==> src/rx_buf_pkg.sv <==
// shared constants and types for the receive buffer control block
package rx_buf_pkg;
  localparam int DATA_W = 8;
  localparam int ADDR_W = 4;
  localparam int LIM_W = 6;
  localparam int CNT_W = 5;
  localparam int PTR_W = 4;
  localparam int TICK_W = 8;
  localparam int BUF_DEPTH = 16;
  // register indices on the plain register port
  localparam logic [ADDR_W-1:0] CTRL1_IDX = 4'h1;
  localparam logic [ADDR_W-1:0] CTRL4_IDX = 4'h4;
  localparam logic [ADDR_W-1:0] CTRL5_IDX = 4'h5;
  localparam logic [ADDR_W-1:0] CTRL6_IDX = 4'h6;
  localparam logic [ADDR_W-1:0] CTRL7_IDX = 4'h7;
  localparam logic [ADDR_W-1:0] STAT_IDX = 4'h8;
  localparam logic [ADDR_W-1:0] FIFO_IDX = 4'h9;
  // control register 1 and status register field positions
  localparam int OP_A_BIT = 0;
  localparam int OP_B_BIT = 1;
  localparam int OP_C_BIT = 2;
  localparam int TRANSP_BIT = 3;
  localparam int IRQ_LO_BIT = 4;
  localparam int IRQ_HI_BIT = 5;
  localparam int STAT_ACTIVE_BIT = 7;
  localparam logic [DATA_W-1:0] CTRL_RST = 8'h00;
  localparam logic [CNT_W-1:0] CNT_FULL = 5'h10;
  localparam logic [CNT_W-1:0] CNT_ONE = 5'h01;
  localparam logic [2:0] LAST_BIT_IDX = 3'h7;
  localparam logic [2:0] BIT_ONE = 3'h1;
  localparam logic [PTR_W-1:0] PTR_ONE = 4'h1;
  // fill levels picked by the two interrupt-level bits
  localparam logic [CNT_W-1:0] IRQ_LVL0 = 5'h01;
  localparam logic [CNT_W-1:0] IRQ_LVL1 = 5'h04;
  localparam logic [CNT_W-1:0] IRQ_LVL2 = 5'h08;
  localparam logic [CNT_W-1:0] IRQ_LVL3 = 5'h0C;

  typedef enum logic [1:0] {RX_IDLE, RX_HUNT, RX_DATA} rxState_t;

  function automatic logic [CNT_W-1:0] irqLevel(input logic [1:0] sel);
    unique case (sel)
      2'h0: irqLevel = IRQ_LVL0;
      2'h1: irqLevel = IRQ_LVL1;
      2'h2: irqLevel = IRQ_LVL2;
      2'h3: irqLevel = IRQ_LVL3;
    endcase
  endfunction

  // registers whose write resets an active reception
  function automatic logic isCtrlIdx(input logic [ADDR_W-1:0] a);
    isCtrlIdx = (a == CTRL1_IDX) || (a == CTRL4_IDX) || (a == CTRL5_IDX) ||
                (a == CTRL6_IDX) || (a == CTRL7_IDX);
  endfunction
endpackage

==> src/rx_byte_mem.sv <==
// sixteen-byte receive store with registered read port
`timescale 1ns/1ns
`default_nettype none
module rx_byte_mem #(
  parameter int DEPTH = 16,
  parameter int AW = 4,
  parameter int DW = 8
) (
  input wire logic mclk, // system clock
  input wire logic we, // write one byte
  input wire logic [AW-1:0] waddr, // write slot
  input wire logic [DW-1:0] wdata, // byte to store
  input wire logic [AW-1:0] raddr, // slot to present next cycle
  output logic [DW-1:0] rdata // registered read data
);
  logic [DW-1:0] mem [DEPTH];

  // bypass keeps a byte written into the slot being read visible at once
  always_ff @(posedge mclk)
  begin
    if (we)
    begin
      mem[waddr] <= wdata;
    end
    if (we && (waddr == raddr))
    begin
      rdata <= wdata;
    end
    else
    begin
      rdata <= mem[raddr];
    end
  end
endmodule
`default_nettype wire

==> src/edge_gap_classifier.sv <==
// measures edge-to-edge gaps and sorts them into single, double or bad
`timescale 1ns/1ns
`default_nettype none
module edge_gap_classifier #(
  parameter int TICK_DIV = 8 // mclk cycles per edge counter period
) (
  input wire logic mclk, // system clock
  input wire logic rst, // synchronous reset, active high
  input wire logic run, // measuring enabled
  input wire logic lvl, // synchronised demodulated level
  input wire logic [rx_buf_pkg::LIM_W-1:0] limMin, // single-gap lower limit
  input wire logic [rx_buf_pkg::LIM_W-1:0] limMax, // single-gap upper limit
  output logic edgeSeen, // pulse: an edge was measured
  output logic edgeRise, // the edge was low-to-high
  output logic isSingle, // gap fits the T window
  output logic isDouble, // gap fits the 2T window
  output logic timeout // pulse: no edge before 2T upper bound
);
  localparam int DIV_W = $clog2(TICK_DIV + 1);

  typedef struct packed {
    logic [DIV_W-1:0] div;
    logic [rx_buf_pkg::TICK_W-1:0] cnt;
    logic prev;
    logic edgeSeen;
    logic edgeRise;
    logic isSingle;
    logic isDouble;
    logic timeout;
  } gapState_t;

  gapState_t q, d;
  logic [rx_buf_pkg::TICK_W-1:0] sum, lo2, hi2, minW, maxW;
  logic [rx_buf_pkg::LIM_W-1:0] span;
  logic [rx_buf_pkg::LIM_W:0] spanUp;

  // --------------------------------------------------------------
  // double-gap window, bounds rounded up
  // --------------------------------------------------------------
  always_comb
  begin
    minW = {2'h0, limMin};
    maxW = {2'h0, limMax};
    sum = minW + maxW;
    span = limMax - limMin;
    spanUp = {1'b0, span} + 7'h01;
    lo2 = sum - {3'h0, span[rx_buf_pkg::LIM_W-1:1]};
    hi2 = sum + {2'h0, spanUp[rx_buf_pkg::LIM_W:1]};
  end

  // --------------------------------------------------------------
  // tick counter and classification
  // --------------------------------------------------------------
  always_comb
  begin
    d = q;
    d.edgeSeen = 1'b0;
    d.timeout = 1'b0;
    d.prev = lvl;
    if (!run)
    begin
      d.div = '0;
      d.cnt = '0;
    end
    else if (lvl != q.prev)
    begin
      d.edgeSeen = 1'b1;
      d.edgeRise = lvl;
      d.isSingle = (q.cnt >= minW) && (q.cnt < maxW);
      d.isDouble = (q.cnt >= lo2) && (q.cnt < hi2);
      d.div = '0;
      d.cnt = '0;
    end
    else if (q.div == DIV_W'(TICK_DIV - 1))
    begin
      d.div = '0;
      // saturate so a dead line cannot wrap back into a window
      if (q.cnt != '1)
      begin
        d.cnt = q.cnt + 8'h01;
      end
      d.timeout = (d.cnt == hi2) && (q.cnt != hi2);
    end
    else
    begin
      d.div = q.div + 1'b1;
    end
  end

  always_ff @(posedge mclk)
  begin
    if (rst)
    begin
      q <= '0;
    end
    else
    begin
      q <= d;
    end
  end

  assign edgeSeen = q.edgeSeen;
  assign edgeRise = q.edgeRise;
  assign isSingle = q.isSingle;
  assign isDouble = q.isDouble;
  assign timeout = q.timeout;
endmodule
`default_nettype wire

==> src/rx_buffer_ctrl.sv <==
// receive data buffer control: Manchester decode, byte store and fill counter
//   Operation
// - after a good bit-check, enter receiving mode and evaluate the stream.
// - only single T and double 2T edge gaps are valid.
// - the T window uses the bit-check limits from control registers 5 and 6.
// - 2T bounds are sum of limits minus or plus half their span.
// - fractional 2T bounds round up to the next integer.
// - after the start bit, store bytes; start bit belongs to first byte.
// - sixteen-byte buffer; longer messages overwrite held bytes without stalling.
// - byte counter rises per stored byte, falls per read, and is readable.
// - interrupt when the rising counter reaches the selected level.
// - a bit error raises an interrupt and returns to start-up.
// - a gap outside both windows is a timing bit error.
// - a missing mid-cell edge is a logical bit error.
// - a byte holding a bit error is never stored.
// - writing control register 1, 4, 5, 6 or 7 while receiving resets all.
// - if mode bits still say receive after that, restart signal-processing start-up.
// - low-to-high decodes as 1, high-to-low as 0.
// - T window is lower limit to upper limit minus one counter periods.
// - buffer only when transparent mode is off; Manchester and bi-phase only.
//
// The implementer's own choices: the placing of the registers and the plain strobed port.
`timescale 1ns/1ns
`default_nettype none
module rx_buffer_ctrl #(
  parameter int TICK_DIV = 8 // mclk cycles per edge counter period
) (
  input wire logic mclk, // 125 MHz system clock
  input wire logic rst, // synchronous reset, active high
  input wire logic [rx_buf_pkg::ADDR_W-1:0] regAddr, // register index
  input wire logic [rx_buf_pkg::DATA_W-1:0] regWdata, // write data
  input wire logic regWr, // write strobe
  input wire logic regRd, // read strobe
  output logic [rx_buf_pkg::DATA_W-1:0] regRdata, // read data, cycle after strobe
  input wire logic demodIn, // demodulated stream pin
  input wire logic bitCheckDone, // pulse: bit-check succeeded
  output logic irqOut, // pulse: fill level or bit error
  output logic rxActive, // receiving mode
  output logic restartSigProc // pulse: re-enter signal-processing start-up
);
  typedef struct packed {
    logic sync1;
    logic sync2;
    rx_buf_pkg::rxState_t mode;
    logic center;
    logic [2:0] bitCnt;
    logic [rx_buf_pkg::DATA_W-1:0] shift;
    logic [rx_buf_pkg::PTR_W-1:0] wptr;
    logic [rx_buf_pkg::PTR_W-1:0] rptr;
    logic [rx_buf_pkg::CNT_W-1:0] count;
    logic [rx_buf_pkg::DATA_W-1:0] ctrl1;
    logic [rx_buf_pkg::DATA_W-1:0] ctrl4;
    logic [rx_buf_pkg::DATA_W-1:0] ctrl5;
    logic [rx_buf_pkg::DATA_W-1:0] ctrl6;
    logic [rx_buf_pkg::DATA_W-1:0] ctrl7;
    logic [rx_buf_pkg::DATA_W-1:0] rdata;
    logic irq;
    logic restart;
    logic active;
  } ctrlState_t;

  ctrlState_t q, d;
  logic edgeSeen, edgeRise, isSingle, isDouble, timeout;
  logic [rx_buf_pkg::DATA_W-1:0] memQ;
  logic [rx_buf_pkg::DATA_W-1:0] newByte;
  logic push, pop, bitErr, ctrlWrite, restartCond, storeBit;

  // --------------------------------------------------------------
  // gap measurement and byte store
  // --------------------------------------------------------------
  edge_gap_classifier #(.TICK_DIV(TICK_DIV)) gapUnit (
    .mclk(mclk),
    .rst(rst),
    .run(q.mode != rx_buf_pkg::RX_IDLE),
    .lvl(q.sync2),
    .limMin(q.ctrl5[rx_buf_pkg::LIM_W-1:0]),
    .limMax(q.ctrl6[rx_buf_pkg::LIM_W-1:0]),
    .edgeSeen(edgeSeen),
    .edgeRise(edgeRise),
    .isSingle(isSingle),
    .isDouble(isDouble),
    .timeout(timeout)
  );

  rx_byte_mem #(.DEPTH(rx_buf_pkg::BUF_DEPTH), .AW(rx_buf_pkg::PTR_W), .DW(rx_buf_pkg::DATA_W)) store (
    .mclk(mclk),
    .we(push),
    .waddr(q.wptr),
    .wdata(newByte),
    .raddr(d.rptr),
    .rdata(memQ)
  );

  // --------------------------------------------------------------
  // next-state logic
  // --------------------------------------------------------------
  always_comb
  begin
    d = q;
    d.irq = 1'b0;
    d.restart = 1'b0;
    d.rdata = '0;
    d.sync1 = demodIn;
    d.sync2 = q.sync1;
    push = 1'b0;
    bitErr = 1'b0;
    storeBit = 1'b0;
    newByte = {q.shift[rx_buf_pkg::DATA_W-2:0], edgeRise};
    ctrlWrite = regWr && rx_buf_pkg::isCtrlIdx(regAddr);
    pop = regRd && (regAddr == rx_buf_pkg::FIFO_IDX) && (q.count != '0);

    // register writes
    if (regWr)
    begin
      unique case (regAddr)
        rx_buf_pkg::CTRL1_IDX: d.ctrl1 = regWdata;
        rx_buf_pkg::CTRL4_IDX: d.ctrl4 = regWdata;
        rx_buf_pkg::CTRL5_IDX: d.ctrl5 = regWdata;
        rx_buf_pkg::CTRL6_IDX: d.ctrl6 = regWdata;
        rx_buf_pkg::CTRL7_IDX: d.ctrl7 = regWdata;
        default: ;
      endcase
    end

    // register reads, data valid the cycle after the strobe
    if (regRd)
    begin
      unique case (regAddr)
        rx_buf_pkg::CTRL1_IDX: d.rdata = q.ctrl1;
        rx_buf_pkg::CTRL4_IDX: d.rdata = q.ctrl4;
        rx_buf_pkg::CTRL5_IDX: d.rdata = q.ctrl5;
        rx_buf_pkg::CTRL6_IDX: d.rdata = q.ctrl6;
        rx_buf_pkg::CTRL7_IDX: d.rdata = q.ctrl7;
        rx_buf_pkg::STAT_IDX: d.rdata = {q.mode != rx_buf_pkg::RX_IDLE, 2'h0, q.count};
        rx_buf_pkg::FIFO_IDX: d.rdata = pop ? memQ : '0;
        default: d.rdata = '0;
      endcase
    end

    // decoder: center marks that the last edge sat mid-cell
    unique case (q.mode)
      rx_buf_pkg::RX_IDLE:
      begin
        if (bitCheckDone && !q.ctrl1[rx_buf_pkg::TRANSP_BIT])
        begin
          d.mode = rx_buf_pkg::RX_HUNT;
          d.bitCnt = '0;
        end
      end
      rx_buf_pkg::RX_HUNT:
      begin
        // preburst gives only single gaps; the first double gap ends on the start bit
        if (timeout || (edgeSeen && !isSingle && !isDouble))
        begin
          bitErr = 1'b1;
        end
        else if (edgeSeen && isDouble)
        begin
          d.mode = rx_buf_pkg::RX_DATA;
          storeBit = 1'b1;
        end
      end
      rx_buf_pkg::RX_DATA:
      begin
        if (timeout || (edgeSeen && !isSingle && !isDouble))
        begin
          bitErr = 1'b1;
        end
        else if (edgeSeen && isDouble && !q.center)
        begin
          bitErr = 1'b1;
        end
        else if (edgeSeen && isSingle && q.center)
        begin
          d.center = 1'b0;
        end
        else if (edgeSeen)
        begin
          storeBit = 1'b1;
        end
      end
      default: bitErr = 1'b1;
    endcase

    // shift in a decoded bit, push on the eighth
    if (storeBit)
    begin
      d.center = 1'b1;
      d.shift = newByte;
      d.bitCnt = q.bitCnt + rx_buf_pkg::BIT_ONE;
      if (q.bitCnt == rx_buf_pkg::LAST_BIT_IDX)
      begin
        push = 1'b1;
      end
    end

    // an error drops the partial byte and leaves receiving mode
    if (bitErr)
    begin
      d.mode = rx_buf_pkg::RX_IDLE;
      d.bitCnt = '0;
      d.center = 1'b0;
      d.irq = 1'b1;
    end

    // fill counter and pointers; full writes overwrite the oldest byte
    if (push)
    begin
      d.wptr = q.wptr + rx_buf_pkg::PTR_ONE;
    end
    if (pop || (push && (q.count == rx_buf_pkg::CNT_FULL)))
    begin
      d.rptr = q.rptr + rx_buf_pkg::PTR_ONE;
    end
    if (push && !pop && (q.count != rx_buf_pkg::CNT_FULL))
    begin
      d.count = q.count + rx_buf_pkg::CNT_ONE;
      if (d.count == rx_buf_pkg::irqLevel({q.ctrl1[rx_buf_pkg::IRQ_HI_BIT], q.ctrl1[rx_buf_pkg::IRQ_LO_BIT]}))
      begin
        d.irq = 1'b1;
      end
    end
    else if (pop && !push)
    begin
      d.count = q.count - rx_buf_pkg::CNT_ONE;
    end

    // reconfiguration while receiving wipes the buffer state
    restartCond = d.ctrl1[rx_buf_pkg::OP_A_BIT] && d.ctrl1[rx_buf_pkg::OP_B_BIT] &&
                  !d.ctrl1[rx_buf_pkg::OP_C_BIT];
    if (ctrlWrite && (q.mode != rx_buf_pkg::RX_IDLE))
    begin
      d.mode = rx_buf_pkg::RX_IDLE;
      d.count = '0;
      d.wptr = '0;
      d.rptr = '0;
      d.bitCnt = '0;
      d.center = 1'b0;
      d.irq = 1'b0;
      d.restart = restartCond;
    end

    // registered copy keeps the mode output straight off a flop
    d.active = (d.mode != rx_buf_pkg::RX_IDLE);
  end

  // one register bank for all state
  always_ff @(posedge mclk)
  begin
    if (rst)
    begin
      q <= '0;
      q.mode <= rx_buf_pkg::RX_IDLE;
      q.ctrl1 <= rx_buf_pkg::CTRL_RST;
      q.ctrl4 <= rx_buf_pkg::CTRL_RST;
      q.ctrl5 <= rx_buf_pkg::CTRL_RST;
      q.ctrl6 <= rx_buf_pkg::CTRL_RST;
      q.ctrl7 <= rx_buf_pkg::CTRL_RST;
    end
    else
    begin
      q <= d;
    end
  end

  assign regRdata = q.rdata;
  assign irqOut = q.irq;
  assign rxActive = q.active;
  assign restartSigProc = q.restart;
endmodule
`default_nettype wire

==> config.mk <==
export PLATFORM = sky130hd
export DESIGN_NAME = rx_buffer_ctrl
export DESIGN_NICKNAME = d
export VERILOG_FILES = /design/src/rx_buf_pkg.sv /design/src/rx_byte_mem.sv /design/src/edge_gap_classifier.sv /design/src/rx_buffer_ctrl.sv
export SDC_FILE = /design/constraint.sdc
export NUM_CORES = 1
export LEC_CHECK = 0
export ABC_CLOCK_PERIOD_IN_PS = 5200
export BUFFER_PORTS_ARGS = -buffer_cell sky130_fd_sc_hd__buf_2
export CAP_MARGIN = 20
export CORE_AREA = 2 2 138 140
export CTS_CLUSTER_SIZE = 24
export DETAILED_ROUTE_END_ITERATION = 10
export DIE_AREA = 0 0 140 142
export PLACE_DENSITY = 0.81
export SETUP_SLACK_MARGIN = 0.5
export SLEW_MARGIN = 20
export SYNTH_ARGS = -nofsm -noshare
export SYNTH_HDL_FRONTEND = slang
export SYNTH_SLANG_ARGS = --single-unit
==> constraint.sdc <==
create_clock -name mclk -period 5.2 [get_ports mclk]
set_input_delay 0.52 -clock mclk [delete_from_list [all_inputs] [get_ports mclk]]
set_output_delay 0.52 -clock mclk [all_outputs]
set_load 0.01 [all_outputs]
==> flow_metrics.tcl, run 1 <==
set metrics [dict create \
    setup_viol 0 \
    grt_pass1_wl_mm 40.3 \
    hold_class "in2reg" \
    cts_setup_buffers 0 \
    drt_iter0_markers 523 \
    maxSlewViolCount 0 \
    dieArea_um2 19900 \
    tightest_slew_ps 946 \
    syn-num-nets 1029 \
    area_growth_pct 8.88 \
    clk_latency_ps 530 \
    hold_viol_final 0 \
    yosysSeqAreaShare_pct 51.1 \
    dp_hpwl_mm 16.4 \
    grt_setup_unrepaired "no" \
    cts_buffer_depth 3 \
    startpoint "q[19]" \
    skew_ps 18.3 \
    n_antenna_cell 0 \
    synthesis.instances 942 \
    drt_wl_total_mm 25.3 \
    place_area_um2 11700 \
    avgSynthCellArea_um2 12.2 \
    power_uw 3800 \
    cap_violations 0 \
    ys.flop_type "edfxtp_1" \
    grt_pass1_vias 7483 \
    avgRoutedWirePerCell_um 20.9 \
    synth_edf_count 128 \
    ios 29 \
    max_clock_freq_mhz 228 \
    drcViolationCount 0 \
    overflow 0 \
    antenna_left 0 \
    cts.sinks 229 \
    coreArea_um2 18500 \
    ir_drop_uv 282 \
    dpl.cell_count 1166 \
    rr_worst_depth 17 \
    crit_fanout 5 \
    start_kind "flip-flop" \
    first_pass_iters 5 \
    crit_type "reg2reg" \
    syn_area_um2 11500 \
    rows 50 \
    io_buffers 28 \
    fin_area_um2 12500 \
    cts_tree "built" \
    r2r-start "q[19]" \
    grt_max_degree 62 \
    ys_seq_elements 229 \
    leakage_uw 0.00466 \
    end_kind "flip-flop" \
    slew-limit-headroom_pct 36.7 \
    cp.arrival_ps 4850 \
    cp-endpoint "gapUnit.timeout" \
    tns_ps 0 \
    vias_per_cell 6.19 \
    root_buffer "clkbuf_16" \
    numCtsBuffers 24 \
    post-route-util_pct 67.7 \
    r2r_slack_ps 810 \
    powerDensity_nw_per_um2 304 \
    num-nets-final 1045 \
    period_needed_ps 4390 \
    instances_no_fill 1210 \
    clk_pin_slew_worst_paths_ps 60 \
    antenna_found_initial 0 \
    critical_path_required_ps 5670 \
    async_flop_share_pct 0 \
    gp_congestion 0.829 \
    yosys_warnings 0 \
    synth_cell_type_count 65 \
    start_util_pct 62.2 \
    num_vias 7491 \
    track_usage_pct 26.0 \
    cts-htree-levels 1 \
    status "finished, final reports clean" \
    drive_gt1_share_pct 12.2 \
    die_w_um 140 \
    post-route-period-util_pct 84.4 \
    fp.dieH_um 142 \
    reg2reg_to "gapUnit.timeout" \
]
[cell usage after synthesis, types with 5 or more instances]
master	count	area share [%]
ha_1	65	7.1
a22oi_1	8	0.52
nand4_1	6	0.33
inv_1	46	1.5
edfxtp_1	128	33
nand2b_1	11	0.60
buf_2	7	0.31
a21oi_1	39	1.7
and3_1	25	1.4
a21o_1	5	0.33
buf_4	9	0.59
nand3b_1	6	0.39
o21a_1	6	0.39
o211ai_1	6	0.39
o22ai_1	5	0.27
nor3_1	14	0.61
mux2i_1	47	4.1
dfxtp_1	101	18
nand2_1	38	1.2
buf_1	6	0.20
nor2b_1	14	0.76
a221oi_2	6	0.79
o21ai_0	35	1.5
mux4_1	18	4.1
xor2_1	19	1.5
nand3_1	12	0.52
xnor2_1	25	1.9
mux4_2	28	5.5
nor2_1	113	3.7
clkbuf_1	17	0.56
[logic make-up after synthesis]
logic type	after synthesis	synth area share (%)
multiplexers	94	13.8
flip-flops	229	51.1
AO/OA/AOI/OAI	146	8.55
buffers and inverters	91	3.83
XOR/XNOR	44	3.36
AND/OR/NAND/NOR	268	11.5
adder cells (fa/ha/maj)	70	7.87
[what timing repair did]
action                                  in CTS  in global routing
endpoints found under the setup margin       0                  1
resized for setup                            0                  2
hold buffers                                 0                  0
[layer usage]
layer	vias to the layer above	global-route usage (%)	routed length, µm
met5	-	0	0
met4	0	9.94	937
met1	3665	32.1	10200
met2	241	47.0	13000
li1	3528	-	-
met3	57	3.23	1190
[critical path, cell delays in order, from the launching register on]
cell and delay, ps:
dfxtp_1 410, inv_1 70, ha_1 220, inv_1 70, fa_1 450, ha_1 330, ha_1 210, fa_1 430
a211oi_1 290, o21bai_1 110, a21oi_1 170, xor2_1 260, ha_1 290, nand4_1 120, nor2_1 50, or4_1 400
nor4_1 230, and4b_1 210
[registers in the layout, summed over array words and instances, names as in the netlist, named ones only]
signal,count
q,60
irqOut,1
gapUnit.isSingle,1
regRdata,8
d,1
store.mem,128
newByte,7
gapUnit.timeout,1
rxActive,1
gapUnit.q,13
gapUnit.edgeRise,1
restartSigProc,1
gapUnit.isDouble,1
gapUnit.edgeSeen,1
[cell usage in the layout, fill, tap and decap left out, types with 14 or more instances in the layout]
master and instances:
a21oi_1 39, and3_1 25, buf_2 28, clkbuf_16 24, dfxtp_1 100, edfxtp_1 128
ha_1 65, inv_1 46, mux2i_1 47, mux4_1 18, mux4_2 28, nand2_1 38
nor2_1 113, nor2b_1 14, nor3_1 14, o21ai_0 35, xnor2_1 23, xor2_1 19
[through the flow]
step / setup WS (ps) / hold WS (ps)
finish: 813 / 219
global route: 533 / 249
CTS: 791 / 211
detailed placement: 810 / 435
global placement: 913 / 420
floorplan: 1140 / 414
[power by group]
group	internal (µW)	switching [µW]
registers	1900	7.18
clock network	977	724
logic	76.2	115
total	2950	846
[cell type report]
class / instances / area [µm²]
repair buffers: 35 / 193
well taps: 234 / 293
clock buffers: 32 / 641
inverters: 46 / 173
fillers: 1290 / 5960
flip-flops and latches: 229 / 5870
clock inverters: 12 / 143
multi-input cells: 622 / 5180
[worst min path at each step]
stage,startpoint,depth (start not counted),end
after global placement,d[78],1,q[78]
after floorplan,d[78],1,q[78]
after global routing,demodIn,2,d[78]
after CTS,demodIn,2,d[78]
after detailed placement,gapUnit.q[14],1,gapUnit.q[14]
final,demodIn,2,d[78]
(Power assumes the default switching activity.)
==> run 2, diff against run 1 <==
--- a/config.mk
+++ b/config.mk
@@ -5,14 +5,14 @@
 export SDC_FILE = /design/constraint.sdc
 export NUM_CORES = 1
 export LEC_CHECK = 0
-export ABC_CLOCK_PERIOD_IN_PS = 5200
+export ABC_CLOCK_PERIOD_IN_PS = 4000
 export BUFFER_PORTS_ARGS = -buffer_cell sky130_fd_sc_hd__buf_2
 export CAP_MARGIN = 20
-export CORE_AREA = 2 2 138 140
+export CORE_AREA = 2 2 145 147
 export CTS_CLUSTER_SIZE = 24
 export DETAILED_ROUTE_END_ITERATION = 10
-export DIE_AREA = 0 0 140 142
-export PLACE_DENSITY = 0.81
+export DIE_AREA = 0 0 147 149
+export PLACE_DENSITY = 0.77
 export SETUP_SLACK_MARGIN = 0.5
 export SLEW_MARGIN = 20
 export SYNTH_ARGS = -nofsm -noshare
==> constraint.sdc (replaced) <==
create_clock -name mclk -period 4 [get_ports mclk]
set_input_delay 0.4 -clock mclk [delete_from_list [all_inputs] [get_ports mclk]]
set_output_delay 0.4 -clock mclk [all_outputs]
set_load 0.01 [all_outputs]
==> run 2 against run 1 <==
Compared with the run above:
- the flow now finishes with violations (setup timing)
- non-clock buffer count up 26
- count of clock-buffer cells in the layout down 1
- sequential cell count unchanged
- sequential power up 30%
- fmax up 8.3%
- power up 33%
- global-route usage down 2.8 points
- die area up 10%
- critical endpoint unchanged
- largest cell class unchanged
- highest routed layer unchanged
==> flow_metrics.tcl, run 2 (synthesis gave the netlist of run 1 again) <==
set metrics [dict create \
    drt_wl_total_mm 25.4 \
    setup_viol 1 \
    largest_reg_flops 128 \
    die_w_um 147 \
    cts.sinks 229 \
    grt_pass1_vias 7468 \
    largest-register "store.mem" \
    io_buffers 28 \
    coreArea_um2 20600 \
    fill_cells 1515 \
    cts-htree-levels 1 \
    hold_buffers 0 \
    avgRoutedWirePerCell_um 19.8 \
    powerDensity_nw_per_um2 390 \
    fp.dieH_um 149 \
    leakage_uw 0.00485 \
    period_needed_ps 4050 \
    drt_iter0_markers 413 \
    status "finished with violations" \
    clk_pin_slew_worst_paths_ps 60 \
    end_kind "flip-flop" \
    track_usage_pct 23.2 \
    start_kind "flip-flop" \
    crit_type "reg2reg" \
    path_cells "inv_2 > ha_4 > inv_2 > fa_2 > a21oi_2 > nor2_1 > nor2_1 > xor2_1 > buf_4 > xnor2_1 > ha_2 > o21ai_1 > o21ai_1 > o211a_1 > or3_4 > ha_4 > nand4_1 > nor2_1 > or4_1 > nor4_2 > and4b_1" \
    reg_top3 "store.mem: 128 flops, q: 60 flops, gapUnit.q: 13 flops" \
    whs_path_depth 2 \
    crit_family "simple AND/OR/NAND/NOR gates" \
    crit_fanout 4 \
    maxSlewViolCount 0 \
    num-nets-final 1072 \
    critPathSlowestCell "fa_2" \
    path_buf_inv 3 \
    ir_drop_uv 460 \
    cap_violations 0 \
    skew_ps 7.02 \
    antenna_found_initial 0 \
    start_util_pct 55.8 \
    overflow 0 \
    area_growth_pct 13.0 \
    rows 53 \
    r2r-start "q[19]" \
    cpPeakStageDelay_ps 440 \
    grt_setup_unrepaired "yes" \
    final_common_cell "edfxtp_1" \
    worst-path-stages 21 \
    numCtsBuffers 25 \
    ios 29 \
    hold_class "in2reg" \
    n_antenna_cell 0 \
    crit_path_frequent_cell "nor2_1" \
    max_clock_freq_mhz 247 \
    dieArea_um2 21900 \
    root_buffer "clkbuf_16" \
    num_vias 7513 \
    tightest_slew_ps 847 \
    gp_congestion 0.892 \
    setup_ws_ps -51.5 \
    holdWs_ps 104 \
    layout_common_cells "edfxtp_1 (128), nor2_1 (112), dfxtp_1 (98)" \
    cts_buffer_depth 3 \
    antenna_left 0 \
    critical_path_required_ps 4470 \
    reg2reg_to "gapUnit.timeout" \
    drive_gt1_share_pct 17.8 \
    grt_pass1_wl_mm 39.9 \
    cts_tree "built" \
    clk_latency_ps 530 \
    first_pass_iters 5 \
    hold_viol_final 0 \
    r2r_slack_ps -50 \
    hold_end "d[78]" \
    failed_checks "setup timing" \
    dp_hpwl_mm 16.8 \
    post-route-period-util_pct 101 \
    cp.arrival_ps 4530 \
    place_area_um2 11900 \
    min_from "demodIn" \
    place_ws_ps -55.1 \
    fin_area_um2 13000 \
    vias_per_cell 5.87 \
    rr_worst_depth 21 \
    grt_max_degree 61 \
    drcViolationCount 0 \
    slew-limit-headroom_pct 43.5 \
]
-- run 2: cell count changes in the layout (fill, tap and decap cells not counted), sizes merged --
cell	before	now
clkinv	8	11
buf	35	61
clkbuf	32	31
clkinvlp	2	0
inv	46	48
-- run 2: worst max-delay path by stage --
stage / startpoint / endpoint / slack [ps]
2_1_floorplan: q[19] / gapUnit.timeout / 200
3_3_place_gp: q[28] / gapUnit.timeout / 60
3_5_place_dp: q[28] / gapUnit.timeout / -60
4_1_cts: q[28] / gapUnit.timeout / -3
5_1_grt: q[19] / gapUnit.timeout / -220
6_report: q[19] / gapUnit.timeout / -50
-- run 2: area by class of cell --
class,count,area (µm²),area share [%]
Clock buffer,31,688,5.31
Clock inverter,15,136,1.05
Inverter,46,175,1.35
Multi-Input combinational cell,622,5360,41.3
Sequential cell,229,5870,45.3
Tap cell,275,344,2.65
Timing Repair Buffer,61,392,3.02
-- run 2: per-stage QoR --
stage	setup TNS, ps	std cells	total power [µW]	util [%]
3_3_place_gp	0	1221	2780	58.0
4_1_cts	-2.59	1273	5070	62.5
6_report	-51.5	1279	5060	63.1
2_1_floorplan	0	942	2710	-
3_5_place_dp	-55.1	1221	2780	58.0
5_1_grt	-288	1279	5200	63.1
-- run 2: timing repair --
action	4_1_cts	5_1_grt
gates resized for setup	17	14
pin swaps	7	13
buffers inserted	6	6
endpoints found under the setup margin	2	2
-- run 2: power by group --
group	switching, µW	internal [µW]	leakage [µW]
Sequential	7.98	2470	0.00200
Clock	932	1350	0.000411
Combinational	169	130	0.00243
Total	1110	3950	0.00485
-- run 2: routing by layer --
| layer | share of wire [%] | global-route usage, % |
|---|---|---|
| met5 | 0 | 0 |
| met4 | 2.1 | 5.63 |
| met3 | 4.6 | 3.46 |
| met2 | 52 | 42.6 |
| met1 | 41 | 29.0 |
